**src/core/dfc_pkg.sv**
```systemverilog
package dfc_pkg;

   // Control word as latched from the bus, bit 0 in the lowest position
   typedef struct packed {
      logic [3:0] spare;
      logic wdog;
      logic fb_en;
      logic inch2;
      logic inch1;
      logic fault_rst;
      logic sp_en;
      logic ramp_rel;
      logic ramp_en;
      logic start;
      logic qstop_n;
      logic coast_n;
      logic on;
   } dfc_cw_t;

   // Gray codes along switch-on, run and stop
   typedef enum logic [2:0] {
      ST_INHIBIT = 3'h0,
      ST_SWON = 3'h1,
      ST_READY = 3'h3,
      ST_RUN = 3'h2,
      ST_STOP = 3'h6,
      ST_QSTOP = 3'h7,
      ST_FAULT = 3'h5
   } dfc_state_e;

   typedef struct packed {
      logic modulate;
      logic coast;
      logic [1:0] stop_func;
      logic ramp_zero;
      logic ramp_hold;
      logic sp_zero;
      logic [1:0] jog_sel;
      logic fault_ack;
   } dfc_cmd_t;

   localparam logic [15:0] CW_RST = 16'h0000;
   localparam logic [1:0] CP_FIELDBUS = 2'h3;
   localparam logic [1:0] STOP_NONE = 2'h0;

   // Status word layout
   localparam int SW_FAULT = 3;
   localparam int SW_WARN = 7;
   localparam int SW_AT_REF = 8;
   localparam int SW_RUNNING = 12;
   localparam int SW_READY = 13;
   localparam int SW_WD_ECHO = 15;
   localparam logic [15:0] SW_BOARD_MASK = 16'h0277;
   localparam logic [15:0] SW_RST = 16'h0000;

   // Watchdog timeout setting counts in milliseconds
   localparam int CLK_MHZ = 50;
   localparam int WD_UNIT_US = 1000;
   localparam int WD_MS_CYC = WD_UNIT_US * CLK_MHZ;
   localparam logic [15:0] WD_CNT_RST = 16'h0000;

endpackage

```
**src/core/dfc_ctrl.sv**
```systemverilog
// Function
// - Switch-on bit rising leaves switch-on inhibit into ready-to-run.
// - Switch-on bit low ramps down, then ready-to-switch-on.
// - Coast-stop bit low removes output at once, enters inhibit.
// - Quick-stop bit low runs the configured quick-stop behaviour.
// - Start bit runs the drive; clearing it stops by stop function.
// - Ramp-enable low forces ramp output zero; overrides hold, setpoint.
// - Ramp-release low freezes the ramp; overrides setpoint enable.
// - Setpoint-enable low forces reference zero; lowest ramp priority.
// - Faults acknowledged on fault-reset rising edge; may enter inhibit.
// - An inching bit runs the matching constant speed while set.
// - Bus word, except its watchdog bit, acts only when enabled and control place is fieldbus.
// - Master toggles watchdog bit about 1 s; loss raises fault.
// - Bus jog is start with all three ramp bits at zero.
// - Bus jog accepted only at zero speed; ramp bits resume after.
// - Local jog starts without start command, needs jog-enable input.
// - Inching ignored while start is active from the control place.
// - Both inching requests at once stop the drive.
// - Status fault, warning, running, ready from drive; bits 0-2, 4-6, 9 from board.
// - Status at-reference bit set when actual speed equals reference.
// - Status top bit echoes received watchdog bit.
// - Watchdog supervised only with non-zero timeout; loss means fault.
// - Bus control withdrawn while running gives a coasting stop.
`timescale 1ns/1ps
module dfc_ctrl #(
   parameter int unsigned CYC_PER_MS = dfc_pkg::WD_MS_CYC
) (
   input wire logic i_clock, // System clock, 50 MHz
   input wire logic i_sys_rst, // Synchronous reset, active high
   input wire logic i_cw_valid, // One-cycle strobe per bus cycle
   input wire dfc_pkg::dfc_cw_t i_bus_drive_control_word, // Control word
   input wire logic [1:0] i_control_place_select, // 3 selects fieldbus
   input wire logic [15:0] i_watchdog_timeout_setting, // ms, 0 = off
   input wire logic i_local_start, // Start from non-bus place
   input wire logic [1:0] i_stop_cfg, // Normal stop function
   input wire logic [1:0] i_qstop_cfg, // Quick-stop function
   input wire logic i_drive_fault, // Drive fault present
   input wire logic i_fault_volt_removed, // Fault reaction cut voltage
   input wire logic i_warning, // Drive warning present
   input wire logic i_zero_speed, // Motor at zero speed
   input wire logic [15:0] i_speed_actual, // Actual speed
   input wire logic [15:0] i_speed_reference_primary, // Speed reference
   input wire logic i_io_jog_enable, // Digital jog-enable input
   input wire logic i_io_jog1, // Local jog 1 request
   input wire logic i_io_jog2, // Local jog 2 request
   input wire logic [15:0] i_interface_board_state_machine, // Board bits
   output dfc_pkg::dfc_cmd_t o_drive_cmd, // Registered drive actions
   output logic [15:0] o_combo1_drive_status_word, // Status word
   output logic o_comm_fault, // Watchdog communication fault
   output dfc_pkg::dfc_state_e o_state // Present drive state
);
   import dfc_pkg::*;

   typedef struct packed {
      dfc_cw_t cw;
      dfc_state_e state;
      logic jog;
      logic bus_act;
      dfc_cmd_t cmd;
      logic [15:0] status;
   } dfc_top_st_t;

   dfc_top_st_t st_ff;
   dfc_top_st_t nxt_st;
   logic wd_fault;

   dfc_wdog #(
      .CYC_PER_MS(CYC_PER_MS)
   ) u_wdog (
      .i_clock(i_clock),
      .i_sys_rst(i_sys_rst),
      .i_wd_bit(st_ff.cw.wdog),
      .i_timeout_ms(i_watchdog_timeout_setting),
      .i_clear(st_ff.cmd.fault_ack),
      .o_fault(wd_fault)
   );

   always_comb begin
      logic bus_act;
      logic on_rise;
      logic rst_rise;
      logic fault_any;
      logic modulating;
      logic bus_jog;
      logic inch;
      logic io_jog;
      logic j1;
      logic j2;
      logic jog_req;
      logic norm_start;
      dfc_cw_t w;
      bus_act = 1'b0;
      on_rise = 1'b0;
      rst_rise = 1'b0;
      fault_any = 1'b0;
      modulating = 1'b0;
      bus_jog = 1'b0;
      inch = 1'b0;
      io_jog = 1'b0;
      j1 = 1'b0;
      j2 = 1'b0;
      jog_req = 1'b0;
      norm_start = 1'b0;
      w = st_ff.cw;
      nxt_st = st_ff;
      nxt_st.cmd.fault_ack = 1'b0;

      if (i_cw_valid) begin
         nxt_st.cw = i_bus_drive_control_word;
      end
      bus_act = st_ff.cw.fb_en &&
         i_control_place_select == CP_FIELDBUS;
      nxt_st.bus_act = bus_act;
      // Edges compare the arriving word with the one held
      on_rise = bus_act & i_cw_valid & i_bus_drive_control_word.on &
         ~st_ff.cw.on;
      rst_rise = bus_act & i_cw_valid &
         i_bus_drive_control_word.fault_rst & ~st_ff.cw.fault_rst;

      // Off the bus, the word is replaced by a benign local one
      if (!bus_act) begin
         w = CW_RST;
         w.on = 1'b1;
         w.coast_n = 1'b1;
         w.qstop_n = 1'b1;
         w.ramp_en = 1'b1;
         w.ramp_rel = 1'b1;
         w.sp_en = 1'b1;
         w.start = i_local_start;
      end

      fault_any = i_drive_fault | wd_fault;
      modulating = st_ff.state == ST_RUN || st_ff.state == ST_STOP ||
         st_ff.state == ST_QSTOP;

      bus_jog = bus_act & w.start & ~w.ramp_en & ~w.ramp_rel &
         ~w.sp_en;
      inch = bus_act & ~w.start & (w.inch1 | w.inch2);
      io_jog = i_io_jog_enable & ~w.start &
         (i_io_jog1 | i_io_jog2);
      // Bus jog without an inching bit follows the first jog speed
      j1 = (bus_jog & (w.inch1 | ~w.inch2)) | (inch & w.inch1) |
         (io_jog & i_io_jog1);
      j2 = (bus_jog & w.inch2) | (inch & w.inch2) | (io_jog & i_io_jog2);
      jog_req = j1 ^ j2;
      norm_start = w.start & ~bus_jog;

      unique case (st_ff.state)
         ST_INHIBIT: begin
            if ((bus_act ? on_rise : 1'b1) && w.coast_n && w.qstop_n) begin
               nxt_st.state = ST_READY;
            end
         end
         ST_SWON: begin
            if (w.on) begin
               nxt_st.state = ST_READY;
            end
         end
         ST_READY: begin
            if (!w.on) begin
               nxt_st.state = ST_SWON;
            end else if (norm_start) begin
               nxt_st.state = ST_RUN;
            end else if (jog_req && i_zero_speed) begin
               nxt_st.state = ST_RUN;
               nxt_st.jog = 1'b1;
            end
         end
         ST_RUN: begin
            if (!w.on) begin
               nxt_st.state = ST_STOP;
            end else if (st_ff.jog ? !jog_req : !norm_start) begin
               nxt_st.state = ST_STOP;
            end
         end
         ST_STOP: begin
            if (i_zero_speed) begin
               nxt_st.jog = 1'b0;
               nxt_st.state = w.on ? ST_READY : ST_SWON;
            end else if (!st_ff.jog && w.on && norm_start) begin
               nxt_st.state = ST_RUN;
            end
         end
         ST_QSTOP: begin
            if (i_zero_speed) begin
               nxt_st.state = ST_INHIBIT;
            end
         end
         ST_FAULT: begin
            if (rst_rise && !fault_any) begin
               nxt_st.state = i_fault_volt_removed ?
                  ST_INHIBIT : ST_SWON;
            end
         end
         default: begin
            nxt_st.state = ST_INHIBIT;
         end
      endcase

      // Fault, then coast, then quick stop, in that precedence
      if (fault_any && st_ff.state != ST_FAULT) begin
         nxt_st.state = ST_FAULT;
         nxt_st.jog = 1'b0;
      end else if (st_ff.state != ST_FAULT &&
         (!w.coast_n || (st_ff.bus_act && !bus_act && modulating))) begin
         nxt_st.state = ST_INHIBIT;
         nxt_st.jog = 1'b0;
      end else if (!w.qstop_n && st_ff.state != ST_FAULT &&
         st_ff.state != ST_INHIBIT && st_ff.state != ST_QSTOP) begin
         nxt_st.state = modulating ? ST_QSTOP : ST_INHIBIT;
         nxt_st.jog = 1'b0;
      end

      nxt_st.cmd.fault_ack = rst_rise;
      nxt_st.cmd.modulate = nxt_st.state == ST_RUN ||
         nxt_st.state == ST_STOP || nxt_st.state == ST_QSTOP;
      nxt_st.cmd.coast = ~nxt_st.cmd.modulate;
      unique case (nxt_st.state)
         ST_STOP: nxt_st.cmd.stop_func = i_stop_cfg;
         ST_QSTOP: nxt_st.cmd.stop_func = i_qstop_cfg;
         default: nxt_st.cmd.stop_func = STOP_NONE;
      endcase

      // Ramp bits have no say while a jog is in progress
      if (nxt_st.jog) begin
         nxt_st.cmd.ramp_zero = 1'b0;
         nxt_st.cmd.ramp_hold = 1'b0;
         nxt_st.cmd.sp_zero = 1'b0;
      end else begin
         nxt_st.cmd.ramp_zero = ~w.ramp_en;
         nxt_st.cmd.ramp_hold = w.ramp_en & ~w.ramp_rel;
         nxt_st.cmd.sp_zero = w.ramp_en & w.ramp_rel & ~w.sp_en;
      end
      // Dropping the selection lets the jog decelerate to zero
      if (nxt_st.jog && nxt_st.state == ST_RUN) begin
         nxt_st.cmd.jog_sel = {j2, j1};
      end else begin
         nxt_st.cmd.jog_sel = 2'h0;
      end

      nxt_st.status = i_interface_board_state_machine &
         SW_BOARD_MASK;
      nxt_st.status[SW_FAULT] = nxt_st.state == ST_FAULT;
      nxt_st.status[SW_WARN] = i_warning;
      nxt_st.status[SW_AT_REF] =
         i_speed_actual == i_speed_reference_primary;
      nxt_st.status[SW_RUNNING] = nxt_st.cmd.modulate;
      nxt_st.status[SW_READY] = nxt_st.state != ST_FAULT &&
         nxt_st.state != ST_INHIBIT;
      nxt_st.status[SW_WD_ECHO] = nxt_st.cw.wdog;
   end

   always_ff @(posedge i_clock) begin
      if (i_sys_rst) begin
         st_ff.cw <= dfc_cw_t'(CW_RST);
         st_ff.state <= ST_INHIBIT;
         st_ff.jog <= 1'b0;
         st_ff.bus_act <= 1'b0;
         st_ff.cmd <= '0;
         st_ff.status <= SW_RST;
      end else begin
         st_ff <= nxt_st;
      end
   end

   assign o_drive_cmd = st_ff.cmd;
   assign o_combo1_drive_status_word = st_ff.status;
   assign o_comm_fault = wd_fault;
   assign o_state = st_ff.state;

endmodule

```
**src/core/dfc_wdog.sv**
```systemverilog
`timescale 1ns/1ps
module dfc_wdog #(
   parameter int unsigned CYC_PER_MS = dfc_pkg::WD_MS_CYC
) (
   input wire logic i_clock, // System clock
   input wire logic i_sys_rst, // Synchronous reset
   input wire logic i_wd_bit, // Latched watchdog bit
   input wire logic [15:0] i_timeout_ms, // Zero disables supervision
   input wire logic i_clear, // Fault acknowledge pulse
   output logic o_fault // Sticky communication fault
);
   import dfc_pkg::*;

   typedef struct packed {
      logic prev;
      logic [15:0] presc;
      logic [15:0] ms_cnt;
      logic fault;
   } dfc_wd_st_t;

   dfc_wd_st_t wd_ff;
   dfc_wd_st_t nxt_wd;

   always_comb begin
      nxt_wd = wd_ff;
      nxt_wd.prev = i_wd_bit;
      if (i_clear) begin
         nxt_wd.fault = 1'b0;
      end
      // Any edge of the square wave proves the master is alive
      if (i_timeout_ms == 16'h0000 || i_wd_bit != wd_ff.prev) begin
         nxt_wd.presc = WD_CNT_RST;
         nxt_wd.ms_cnt = WD_CNT_RST;
      end else if (wd_ff.ms_cnt >= i_timeout_ms) begin
         // Timeout beats a clear landing in the same cycle
         nxt_wd.fault = 1'b1;
      end else if (wd_ff.presc == 16'(CYC_PER_MS - 1)) begin
         nxt_wd.presc = WD_CNT_RST;
         nxt_wd.ms_cnt = wd_ff.ms_cnt + 16'h0001;
      end else begin
         nxt_wd.presc = wd_ff.presc + 16'h0001;
      end
   end

   always_ff @(posedge i_clock) begin
      if (i_sys_rst) begin
         wd_ff <= '0;
      end else begin
         wd_ff <= nxt_wd;
      end
   end

   assign o_fault = wd_ff.fault;

endmodule

```
**config.mk**
```make
export PLATFORM = sky130hd
export DESIGN_NAME = dfc_ctrl
export DESIGN_NICKNAME = d
export VERILOG_FILES = /design/src/core/dfc_pkg.sv /design/src/core/dfc_ctrl.sv /design/src/core/dfc_wdog.sv
export SDC_FILE = /design/constraint.sdc
export NUM_CORES = 1
export LEC_CHECK = 0
export BUFFER_PORTS_ARGS = -buffer_cell sky130_fd_sc_hd__buf_2
export CAP_MARGIN = 20
export CORE_MARGIN = 5
export CORE_UTILIZATION = 30
export DETAILED_ROUTE_END_ITERATION = 8
export GPL_ROUTABILITY_DRIVEN = 0
export HOLD_SLACK_MARGIN = 0.12
export PLACE_DENSITY = 0.6
export SYNTH_ARGS = -nofsm -noshare
export SYNTH_HDL_FRONTEND = slang
export SYNTH_HIERARCHICAL = 1
export SYNTH_SLANG_ARGS = --single-unit
```
**constraint.sdc**
```tcl
create_clock -name i_clock -period 6.7 [get_ports i_clock]
set_clock_uncertainty 0.15 [all_clocks]
set_input_delay 1.005 -clock i_clock [delete_from_list [all_inputs] [get_ports i_clock]]
set_output_delay 1.005 -clock i_clock [all_outputs]
set_load 0.02 [all_outputs]
```
# Yosys cells after proc, flatten, opt, wreduce, memory -nomap -nowiden

Index checks and enable logic that the tools add are counted.

Output and inout port bits: 30
Input port bits: 97
ROM bits: 0
Register bits after elaboration: 77
Bits in writable memories: 0
Memories: 0
Word-level logic and storage cells: 160
Bits in latches: 0

Mux-type cells: 31
Multipliers: 0
Divide/modulo/power cells: 0
Equal/unequal tests: 17
Reductions and logical operators: 37
Add/subtract/negate cells: 2
Shifts and indexed selects: 0
Bitwise gates (word level): 43
Magnitude comparators: 1

Operators with widths:

| cell                                                            | count |
|---|---|
| 3-bit two-way mux                                               | 11 |
| 16-bit by 1-bit adder with 16-bit output, second input constant | 2 |
| 1-bit AND                                                       | 23 |
| 3-bit case mux with 7 select lines                              | 1 |
| 3-bit == test, second input constant                            | 6 |
| 16-bit == test                                                  | 1 |
| 16-bit == test, second input constant                           | 1 |
| 16-bit >= comparator                                            | 1 |
| 1-bit logical AND                                               | 16 |
| 16-bit zero test                                                | 1 |
| 16-bit two-way mux                                              | 1 |
| 4-bit two-way mux                                               | 4 |
| 12-bit two-way mux                                              | 1 |
| 1-bit NOT                                                       | 11 |
| 10-bit two-way mux                                              | 1 |
| 3-bit by 2-bit == test with 1-bit output, second input constant | 3 |
| 1-bit two-way mux                                               | 9 |
| 3-bit inequality test, second input constant                    | 3 |
| 1-bit OR                                                        | 8 |
| 1-bit zero test                                                 | 7 |
| 1-bit logical OR                                                | 6 |
| 3-bit nonzero test                                              | 2 |
| 2-bit OR reduction                                              | 3 |
| 2-bit case mux with 2 select lines                              | 1 |
| 8 further kinds                                                 | 8 |

# Longest topological paths before layout

Gate-level depths: netlist (run 1).

Depth in word-level cells: 23
Depth in mapped cells: 9
Mapped depth without buffers: 8

# Hierarchy

Netlist (run 1), hierarchy kept.

By module, submodules not included:

| module   | cells each | area an instance (sq um) | instances | sequential area each (sq um) |
|---|---|---|---|---|
| dfc_ctrl | 263        | 2287.2                   | 1         | 760.7 |
| dfc_wdog | 262        | 2120.8                   | 1         | 680.7 |

# Worst setup path before layout (run 1)

Ideal clock, no wire load.

Path kind: input -> register
Start point: input port i_watchdog_timeout_setting[2]
End point: register u_wdog/wd_ff[16] in the netlist's numbering
Buffers on the path: 0
Required time: 6.480 ns
Setup time: 0.070 ns
Cell stages on the path: 8
Setup slack: 3.602 ns
Arrival: 2.877 ns
Cells stage by stage: inv_1 > ha_1 > a211oi_2 > o21ai_1 > a211oi_4 > o2111a_4 > or4b_1 > a21oi_1

Word-level cells in the longest chain between the ends: 3
Elaborated cells between the ends (all ways): 6
Those cells by class: order compare: 1; bitwise: 1; reduce/logical: 4

RTL lines:

| element                                                             | line                           | text |
|---|---|---|
| start, declared                                                     | dfc_ctrl.sv:33                 | `input wire logic [15:0] i_watchdog_timeout_setting,` |
| 16-bit >= comparator or 16-bit zero test (tied branches)            | dfc_wdog.sv:34, dfc_wdog.sv:31 |  |
| 1-bit NOT (no line) or 1-bit logical OR (tied branches)             | --                             |  |
| 2-bit AND reduction (no line) or 2-bit OR reduction (tied branches) | --                             |  |
| end signal, assigned                                                | dfc_wdog.sv:49                 | `wd_ff <= nxt_wd;` |
| end, declared                                                       | dfc_wdog.sv:21                 | `dfc_wd_st_t wd_ff;` |

Several ways; a longest one is shown, not always the timed one.
A chain may end at the register's enable or synchronous reset.

# Worst setup path in the final report (run 1)

Start point: input port i_watchdog_timeout_setting[11]
End point: register u_wdog/wd_ff[27] in the netlist's numbering

Word-level cells in the longest chain between the ends: 3
Elaborated cells between the ends (all ways): 4
Those cells by class: order compare: 1; reduce/logical: 3

RTL lines:

| element |
|---|
| branches (longest 3 deep; another with 16-bit >= comparator) |

Several ways; the timed one is not identified.

==> impl_metrics.yaml, run 1 <==
status:
  status: "complete, no violations"
critical_path:
  crit_family: "compound AO/OA/AOI/OAI gates"
  crit_top_cell: "a21oi_1"
  crit_fanout: 26
  cp-startpoint: "i_watchdog_timeout_setting[11]"
  worstSetupPathType: "primary input to register"
  slowest_stage: "a21oi_1"
  path_depth: 9
  crit_buf_inv: 2
  arrival_ns: 3.47
  reg2reg_from: "u_wdog/wd_ff[10]$_SDFFE_PP0P_"
  ff2ff_setup_slack_ns: 3.78
  start_kind: "primary input"
  slowest_delay_ns: 0.61
  r2r_cells: 7
  worstPathRequired_ns: 6.81
  cp_cell_sequence: "buf_2 -> inv_1 -> ha_1 -> a21oi_1 -> o21ai_0 -> a21oi_1 -> o21ai_2 -> or4_1 -> a21oi_1"
  setup.worst_path.end_class: "register"
  r2r_end: "u_wdog/wd_ff[27]$_SDFFE_PP0N_"
  critPathCapture: "u_wdog/wd_ff[27]$_SDFFE_PP0N_"
routing:
  finalWirelength_mm: 11.4
  route.vias.total: 4045
  drt-initial-drc-count: 382
  vias_per_cell: 5.13
  ant_nets: 0
  drc: 0
  first_pass_iters: 5
  wl_per_cell_microns: 14.4
yosys:
  synth_area_leader_cell: "dfxtp_1"
  synth-main-ff-cell: "dfxtp_1"
  synth_compound_area_share_pct: 21.4
  synth-simple-area-share_pct: 23.2
  yosys_register_bits: 72
  syn_avg_cell_area_sq_um: 8.40
  synth_cells: 525
  synth_top_family_by_area: "simple AND/OR/NAND/NOR gates"
  yosysMostFrequentCell: "dfxtp_1"
  synth_cell_types: 73
  netlist.area_leader.share_pct: 32.7
  async_flop_share_pct: 0
  syn_area_sq_um: 4410
  yosys.area_share.adder_pct: 5.11
  muxShareOfSynthArea_pct: 3.29
  seq_area_frac_synth_pct: 32.7
  synth_common_cells: "dfxtp_1 (72), a21oi_1 (41), nor2_1 (35), inv_1 (32), buf_4 (29)"
  synth-xor-area-share_pct: 4.37
  yosys-top-cells-area: "dfxtp_1 (33%), ha_1 (5.1%), buf_4 (4.9%)"
  synth-edff-count: 0
  synth_warnings: 6
clock_tree:
  cts-resized-gates: 0
  clock-sinks: 72
  cts-buffers-inserted: 9
  worst_skew_pair.late_latency_ns: 0.33
  clockBufferDepth: 2
  htreeDepth: 3
  clk_pin_slew_worst_paths_ns: 0.06
  cts_setup_buffers: 0
  cts_hold_buf: 0
  cts_tree: "yes"
  root_buffer: "clkbuf_16"
min_path:
  min_path_type: "register to register"
sta:
  setup_viol: 0
  clock.fmax_mhz: 298
  rsz0062_at_grt: "no"
  period_share_pct: 50.2
  fin_ws_ns: 3.34
  slew_violations: 0
  hold_slack_ns: 0.300
  relSlewSlack_pct: 42.8
  final_hold_viol_count: 0
  tns_ns: 0
  max_slew.worst_pin.slew_ns: 0.858
  post-route-min-period_ns: 3.36
pwr:
  power_frac_comb_pct: 14.6
  p_switching_mw: 0.309
  p_leak_nw: 2.20
  irDropWorstVdd_v: 0.000112
  switching_share_pct: 26.1
  seqPwrFrac_pct: 39.3
  p_total_mw: 1.18
  cell_internal_pwr_mw: 0.876
  power.share.clock_pct: 46.1
  powerDensity_nw_per_um2: 226
final_layout:
  nNetsFinal: 715
  final_cells: 789
  drive_gt1_share_pct: 24.6
  area_growth_pct: 18.8
  n_antenna_cell: 0
global_route:
  antenna_found_initial: 0
  grt_use_met3_pct: 3.48
  grt_pass1_vias: 3983
  grt_pass1_wl_mm: 19.3
  grt_use_total_pct: 13.2
  grt-ovfl-total: 0
  use_met2_pct: 20.1
  busiest_layer: "met2"
  met1_usage_pct: 17.7
  grt_max_degree: 33
floorplan:
  die_w_microns: 131
  ioPinCount: 127
  floorplan.die.height_microns: 131
  core_region_area_sq_um: 14500
  die-area_sq_um: 17200
  initial_core_util_pct: 30.4
  rows: 44
placed_design:
  placed_cells: 772
  portBuffers: 110
  pre_cts_ws_ns: 2.97
  dpl.hpwl_mm: 8.58
flow_run:
  maxCapViolCount: 0
worst reg2reg max path, stage by stage, from the launching register on:
cell     delay, ns
dfxtp_1       0.40
ha_1          0.27
a21oi_1       0.12
o21ai_0       0.09
a21oi_1       0.61
o21ai_2       0.44
or4_1         0.61
a21oi_1       0.15
how the worst min path moves through the flow:
stage                                          from                        end  slack, ns  cells after the start
final                     o_drive_cmd[0]$_SDFF_PP0_  u_wdog/o_fault$_SDFF_PP0_       0.30                      1
after global routing      o_drive_cmd[0]$_SDFF_PP0_  u_wdog/o_fault$_SDFF_PP0_       0.34                      1
after CTS                 o_drive_cmd[0]$_SDFF_PP0_  u_wdog/o_fault$_SDFF_PP0_       0.31                      1
after detailed placement  o_drive_cmd[0]$_SDFF_PP0_  u_wdog/o_fault$_SDFF_PP0_       0.30                      1
after global placement    o_drive_cmd[0]$_SDFF_PP0_  u_wdog/o_fault$_SDFF_PP0_       0.29                      1
after floorplan           o_drive_cmd[0]$_SDFF_PP0_  u_wdog/o_fault$_SDFF_PP0_       0.27                      1
cells by family (layout without fill, tap and decap cells):
logic type / Yosys count / after routing
other: 1 / 3
xor gates and xnor gates: 22 / 22
adders and majority gates: 18 / 18
muxes: 14 / 14
DFF: 72 / 72
and+or+nand+nor: 181 / 181
AOI/OAI and AO/OA: 136 / 136
buffers and inverters: 81 / 159
layout by cell type (no fill, tap or decap), types with 4 or more instances in the layout:
master,count
nand3_1,14
and4_1,4
or4_1,5
nand3b_1,5
nand2b_1,4
or3_1,8
mux2i_1,13
o21ai_0,27
o21ai_1,6
nand2_1,26
nor2b_1,14
nor2_1,35
o2111ai_1,6
inv_1,32
dfxtp_1,72
buf_2,110
nor3_1,15
o31ai_1,5
clkbuf_16,9
nor4_1,10
ha_1,18
a21oi_1,41
a31oi_1,10
and3_1,9
xor2_1,21
nand4_1,13
o31a_1,5
metrics by stage:
step           utilization [%]  area (sq um)
2_1_floorplan                -          4420
3_3_place_gp              33.7          4880
3_5_place_dp              33.7          4880
4_1_cts                   36.1          5220
5_1_grt                   36.2          5240
6_report                  36.2          5240
registers in the layout, indices dropped and copies added, names as in the netlist:
signal	flops
st_ff	14
u_wdog/wd_ff	33
o_drive_cmd	9
o_combo1_drive_status_word	12
o_state	3
u_wdog/o_fault	1
metal layers:
layer | wire [microns] | vias up
li1 | - | 2059
met1 | 5330 | 1831
met2 | 5030 | 140
met3 | 814 | 15
met4 | 201 | 0
met5 | 0 | -
power groups by stage:
stage,Combinational (mW),Sequential (mW),Clock [mW]
5_1_grt,0.193,0.468,0.584
6_report,0.173,0.465,0.546
3_5_place_dp,0.172,0.474,0
2_1_floorplan,0.134,0.464,0
4_1_cts,0.173,0.465,0.562
3_3_place_gp,0.168,0.473,0
layout make-up:
cell class	instances	area (sq um)
Fill cell	1462	9240
Sequential cell	72	1440
Tap cell	184	230
Multi-Input combinational cell	374	2540
Timing Repair Buffer	111	566
Inverter	32	120
Clock buffer	12	267
Clock inverter	4	73.8
No activity file was read; power rests on OpenSTA's default activity.
==> run 2, diff against run 1 <==
==> constraint.sdc (replaced) <==
create_clock -name i_clock -period 3.4 [get_ports i_clock]
set_clock_uncertainty 0.15 [all_clocks]
set_input_delay 0.51 -clock i_clock [delete_from_list [all_inputs] [get_ports i_clock]]
set_output_delay 0.51 -clock i_clock [all_outputs]
set_load 0.02 [all_outputs]
==> run 2 against run 1 <==
Sequential share of layout area up 0.27 points. Total power up 81%. Cell count up 0.38%. Setup slack worse by 2.6 ns. Hold slack got worse by 0.064 ns. First-iteration DRC count is 17% lower. Design area is 0.98% lower. Register-to-register slack got worse by 3.0 ns. Via count increased by 1.2%. Largest cell class unchanged.
==> impl_metrics.yaml, run 2 (same netlist as run 1, synthesis figures left out) <==
sta:
  post-route-min-period_ns: 2.64
  slew_violations: 0
  final_hold_viol_count: 0
  max_slew.worst_pin.slew_ns: 0.902
  setup_viol: 0
  fin_ws_ns: 0.756
  rsz0062_at_grt: "no"
  clock.fmax_mhz: 378
  period_share_pct: 77.8
  relSlewSlack_pct: 39.9
  tns_ns: 0
pwr:
  seqPwrFrac_pct: 42.8
  p_switching_mw: 0.613
  p_total_mw: 2.14
  cell_internal_pwr_mw: 1.53
  switching_share_pct: 28.6
  p_leak_nw: 2.17
  powerDensity_nw_per_um2: 413
  power_frac_comb_pct: 16.0
  power.share.clock_pct: 41.2
  irDropWorstVdd_v: 0.000228
global_route:
  grt_pass1_vias: 4008
  grt-ovfl-total: 0
  grt_max_degree: 33
  antenna_found_initial: 0
  grt_use_total_pct: 13.3
  grt_pass1_wl_mm: 19.2
min_path:
  holdPathStages: 2
  worstHoldEndpoint: "o_combo1_drive_status_word[7]$_SDFF_PP0_"
  hold_start: "i_warning"
  min_path_type: "primary input to register"
floorplan:
  floorplan.die.height_microns: 131
  die_w_microns: 131
  core_region_area_sq_um: 14500
  die-area_sq_um: 17200
  initial_core_util_pct: 30.4
  ioPinCount: 127
  rows: 44
routing:
  drc: 0
  ant_nets: 0
  vias_per_cell: 5.17
  wl_per_cell_microns: 14.6
  finalWirelength_mm: 11.5
  first_pass_iters: 4
  route.vias.total: 4092
  drt-initial-drc-count: 317
clock_tree:
  cts_setup_buffers: 0
  cts-resized-gates: 0
  cts_tree: "yes"
  clk_pin_slew_worst_paths_ns: 0.06
  cts-buffers-inserted: 9
  clockBufferDepth: 2
  worst_skew_pair.late_latency_ns: 0.34
  htreeDepth: 3
  cts_hold_buf: 0
  clock-sinks: 72
  root_buffer: "clkbuf_16"
final_layout:
  fillers: 1488
  largest_reg_flops: 33
  n_antenna_cell: 0
  mostFrequentLayoutCell: "buf_2"
  drive_gt1_share_pct: 25.0
  layout_common_cells: "buf_2 (110), dfxtp_1 (72), a21oi_1 (41)"
  postLayoutCoreUtil_pct: 35.8
  area_growth_pct: 17.7
  nNetsFinal: 718
  largest-register: "u_wdog/wd_ff"
critical_path:
  crit_family: "compound AO/OA/AOI/OAI gates"
  crit_buf_inv: 1
  slowest_stage: "o21a_1"
  cp-startpoint: "u_wdog/wd_ff[3]$_SDFFE_PP0P_"
  worstPathRequired_ns: 3.49
  arrival_ns: 2.73
  reg2reg_from: "u_wdog/wd_ff[3]$_SDFFE_PP0P_"
  crit_fanout: 13
  cp_cell_sequence: "ha_1 -> a211oi_2 -> o21ai_1 -> a211oi_4 -> buf_4 -> o21a_1 -> a31oi_1 -> a311oi_1"
  r2r_cells: 8
  r2r_end: "u_wdog/wd_ff[21]$_SDFFE_PP0N_"
  slowest_delay_ns: 0.44
  worstSetupPathType: "register to register"
  setup.worst_path.end_class: "register"
  ff2ff_setup_slack_ns: 0.76
  start_kind: "register"
status:
  status: "complete, no violations"
placed_design:
  pre_cts_ws_ns: 0.518
  portBuffers: 110
  dpl.hpwl_mm: 8.71
flow_run:
  maxCapViolCount: 0
-- run 2: cell types whose count changed in the layout (fill, tap and decap cells not counted) --
cell / previous run / this run
buf_4: 0 / 4
clkinv_2: 1 / 4
bufinv_16: 2 / 0
clkbuf_8: 3 / 1
clkinvlp_4: 0 / 2
buf_8: 1 / 0
inv_6: 1 / 0
-- run 2: metal layers --
| metal | wire [microns] | track usage (%) | up-vias |
|---|---|---|---|
| li1 | - | - | 2052 |
| met1 | 5340 | 17.4 | 1885 |
| met2 | 5180 | 20.2 | 140 |
| met3 | 824 | 3.48 | 15 |
| met4 | 199 | 6.58 | 0 |
| met5 | 0 | 0 | - |
-- run 2: how the worst max path moves through the flow --
stage                                         end  slack [ns]  depth (start not counted)
CTS                 u_wdog/wd_ff[21]$_SDFFE_PP0N_        0.74                          8
floorplan           u_wdog/wd_ff[16]$_SDFFE_PP0P_        0.80                          8
finish              u_wdog/wd_ff[21]$_SDFFE_PP0N_        0.76                          8
detailed placement   u_wdog/wd_ff[4]$_SDFFE_PP0P_        0.52                          9
global placement    u_wdog/wd_ff[21]$_SDFFE_PP0N_        0.59                         10
global route        u_wdog/wd_ff[21]$_SDFFE_PP0N_        0.56                          8
-- run 2: final cells by class --
cell class                 instances  area (sq um)  area share (%)
inverter                          32           120            2.32
clock buffer                      10           239            4.61
multi-input combinational        374          2540            49.0
clock inverter                     6          35.0           0.676
timing repair buffer             114           581            11.2
tap                              184           230            4.44
sequential                        72          1440            27.8
-- run 2: per-stage QoR --
stage	instances	area, sq um	hold slack [ns]
CTS	792	5190	0.220
global placement	776	4910	0.315
detailed placement	776	4910	0.331
global route	792	5190	0.235
floorplan	527	4420	0.272
finish	792	5190	0.236
-- run 2: power by group through the flow --
stage	sequential, mW	combinational (mW)	clock, mW
floorplan	0.915	0.265	0
global placement	0.933	0.331	0
detailed placement	0.935	0.342	0
CTS	0.917	0.343	0.917
global route	0.923	0.379	0.947
finish	0.917	0.342	0.882
-- run 2: worst reg2reg max path, delay by kind of cell (launching register included) --
family	cells	cell delay, ns
AO/OA/AOI/OAI	6	1.49
adder cells (fa/ha/maj)	1	0.29
buffers and inverters	1	0.20
flip-flops	1	0.41
==> run 3, diff against run 2 <==
==> constraint.sdc (replaced) <==
create_clock -name i_clock -period 2.6 [get_ports i_clock]
set_clock_uncertainty 0.15 [all_clocks]
set_input_delay 0.39 -clock i_clock [delete_from_list [all_inputs] [get_ports i_clock]]
set_output_delay 0.39 -clock i_clock [all_outputs]
set_load 0.02 [all_outputs]
==> run 3 against run 2 <==
Flip-flop and latch count unchanged. Die area unchanged. Critical path depth unchanged. Combinational power up 35%. Fmax up 8.5%. Critical endpoint is now u_wdog/wd_ff[16]$_SDFFE_PP0P_. Utilization up 1.7 points. Clock power grew 44%. First-iteration DRC count is 11% lower. Total power grew 37%. Sequential power rose by 31%.
==> impl_metrics.yaml, run 3 (same netlist as run 1, synthesis figures left out) <==
global_route:
  grt_use_total_pct: 13.4
  antenna_found_initial: 0
  met1_usage_pct: 17.2
  grt-ovfl-total: 0
  use_met2_pct: 21.9
  grt_use_met3_pct: 3.94
  grt_max_degree: 31
  grt_pass1_wl_mm: 19.6
  busiest_layer: "met2"
  grt_pass1_vias: 4185
clock_tree:
  clock-sinks: 72
  htreeDepth: 3
  cts_setup_buffers: 0
  clk_pin_slew_worst_paths_ns: 0.06
  root_buffer: "clkbuf_16"
  cts-buffers-inserted: 9
  worst_skew_pair.late_latency_ns: 0.34
  clockBufferDepth: 2
  cts_tree: "yes"
final_layout:
  area_growth_pct: 23.2
  fillers: 1491
  largest-register: "u_wdog/wd_ff"
  drive_gt1_share_pct: 27.6
  final_cell_area_sq_um: 5430
  layout_common_cells: "buf_2 (110), dfxtp_1 (71), a21oi_1 (41)"
  final_cells: 818
  n_antenna_cell: 0
  mostFrequentLayoutCell: "buf_2"
  largest_reg_flops: 33
  nNetsFinal: 744
floorplan:
  die_w_microns: 131
  ioPinCount: 127
  initial_core_util_pct: 30.4
  rows: 44
  die-area_sq_um: 17200
  core_region_area_sq_um: 14500
  floorplan.die.height_microns: 131
sta:
  fin_ws_ns: 0.163
  setup_viol: 0
  slew_violations: 0
  period_share_pct: 93.7
  max_slew.worst_pin.slew_ns: 0.726
  tns_ns: 0
  final_hold_viol_count: 0
  rsz0062_at_grt: "no"
  hold_slack_ns: 0.132
  relSlewSlack_pct: 51.3
  clock.fmax_mhz: 410
  post-route-min-period_ns: 2.44
flow_run:
  maxCapViolCount: 0
routing:
  finalWirelength_mm: 11.9
  ant_nets: 0
  drt-initial-drc-count: 282
  first_pass_iters: 5
  wl_per_cell_microns: 14.5
  route.vias.total: 4193
  vias_per_cell: 5.13
  drc: 0
min_path:
  min_path_type: "primary input to register"
critical_path:
  arrival_ns: 2.55
  crit_buf_inv: 1
  worstSetupPathType: "register to register"
  worstPathRequired_ns: 2.71
  setup.worst_path.end_class: "register"
  start_kind: "register"
  crit_fanout: 4
  crit_family: "compound AO/OA/AOI/OAI gates"
  slowest_delay_ns: 0.43
  cp_cell_sequence: "ha_1 -> a211oi_2 -> o21ai_1 -> a211oi_4 -> buf_4 -> o2111a_4 -> or4b_1 -> a21oi_1"
  slowest_stage: "or4b_1"
placed_design:
  portBuffers: 110
  placed_area_sq_um: 5070
  pre_cts_ws_ns: -0.0947
  placed_cells: 797
  dpl.hpwl_mm: 9.19
pwr:
  powerDensity_nw_per_um2: 538
  irDropWorstVdd_v: 0.000322
  p_leak_nw: 2.31
status:
  status: "complete, no violations"
## run 3: cell types whose count changed in the layout (fill, tap and decap cells not counted), sizes merged
| cell | before | now |
|---|---|---|
| buf | 114 | 135 |
| dlygate4sd3 | 0 | 5 |
| clkinv | 4 | 2 |
| bufinv | 0 | 1 |
| inv | 32 | 33 |
## run 3: report_power, final
group	leakage (nW)	switching [mW]	internal, mW
Sequential	0.587	0.0484	1.15
Clock	0.145	0.495	0.772
Combinational	1.58	0.265	0.197
Total	2.31	0.809	2.12
## run 3: layer usage
layer	vias up	wire, microns
met4	0	93
met1	1921	5410
met3	6	883
met2	164	5470
li1	2102	-
met5	-	0
## run 3: repair_timing
| action | 4_1_cts | 5_1_grt |
|---|---|---|
| resized for setup | 0 | 2 |
| endpoints found under the setup margin | 0 | 5 |
| hold endpoints to repair | 5 | 0 |
| hold buffers | 5 | 0 |
## run 3: layout make-up
class | count | area (sq um) | area share (%)
flip-flops and latches | 72 | 1440 | 26.6
multi-input cells | 374 | 2540 | 46.8
inverters | 32 | 120 | 2.21
repair buffers | 140 | 788 | 14.5
well taps | 184 | 230 | 4.24
clock buffers | 10 | 239 | 4.40
clock inverters | 6 | 67.6 | 1.24
## run 3: through the flow
step,utilization [%],total power [mW]
6_report,37.5,2.93
5_1_grt,37.5,3.08
4_1_cts,37.5,2.98
3_5_place_dp,35.0,1.67
3_3_place_gp,35.0,1.66
2_1_floorplan,-,1.54
## run 3: worst paths after layout
| check | startpoint | slack, ns | to | cells past startpoint |
|---|---|---|---|---|
| max | u_wdog/wd_ff[3]$_SDFFE_PP0P_ | 0.16 | u_wdog/wd_ff[16]$_SDFFE_PP0P_ | 8 |
| min | i_interface_board_state_machine[1] | 0.13 | o_combo1_drive_status_word[1]$_SDFF_PP0_ | 2 |
| max reg2reg | u_wdog/wd_ff[3]$_SDFFE_PP0P_ | 0.16 | u_wdog/wd_ff[16]$_SDFFE_PP0P_ | 8 |
| min reg2reg | u_wdog/wd_ff[16]$_SDFFE_PP0P_ | 0.34 | u_wdog/wd_ff[16]$_SDFFE_PP0P_ | 2 |
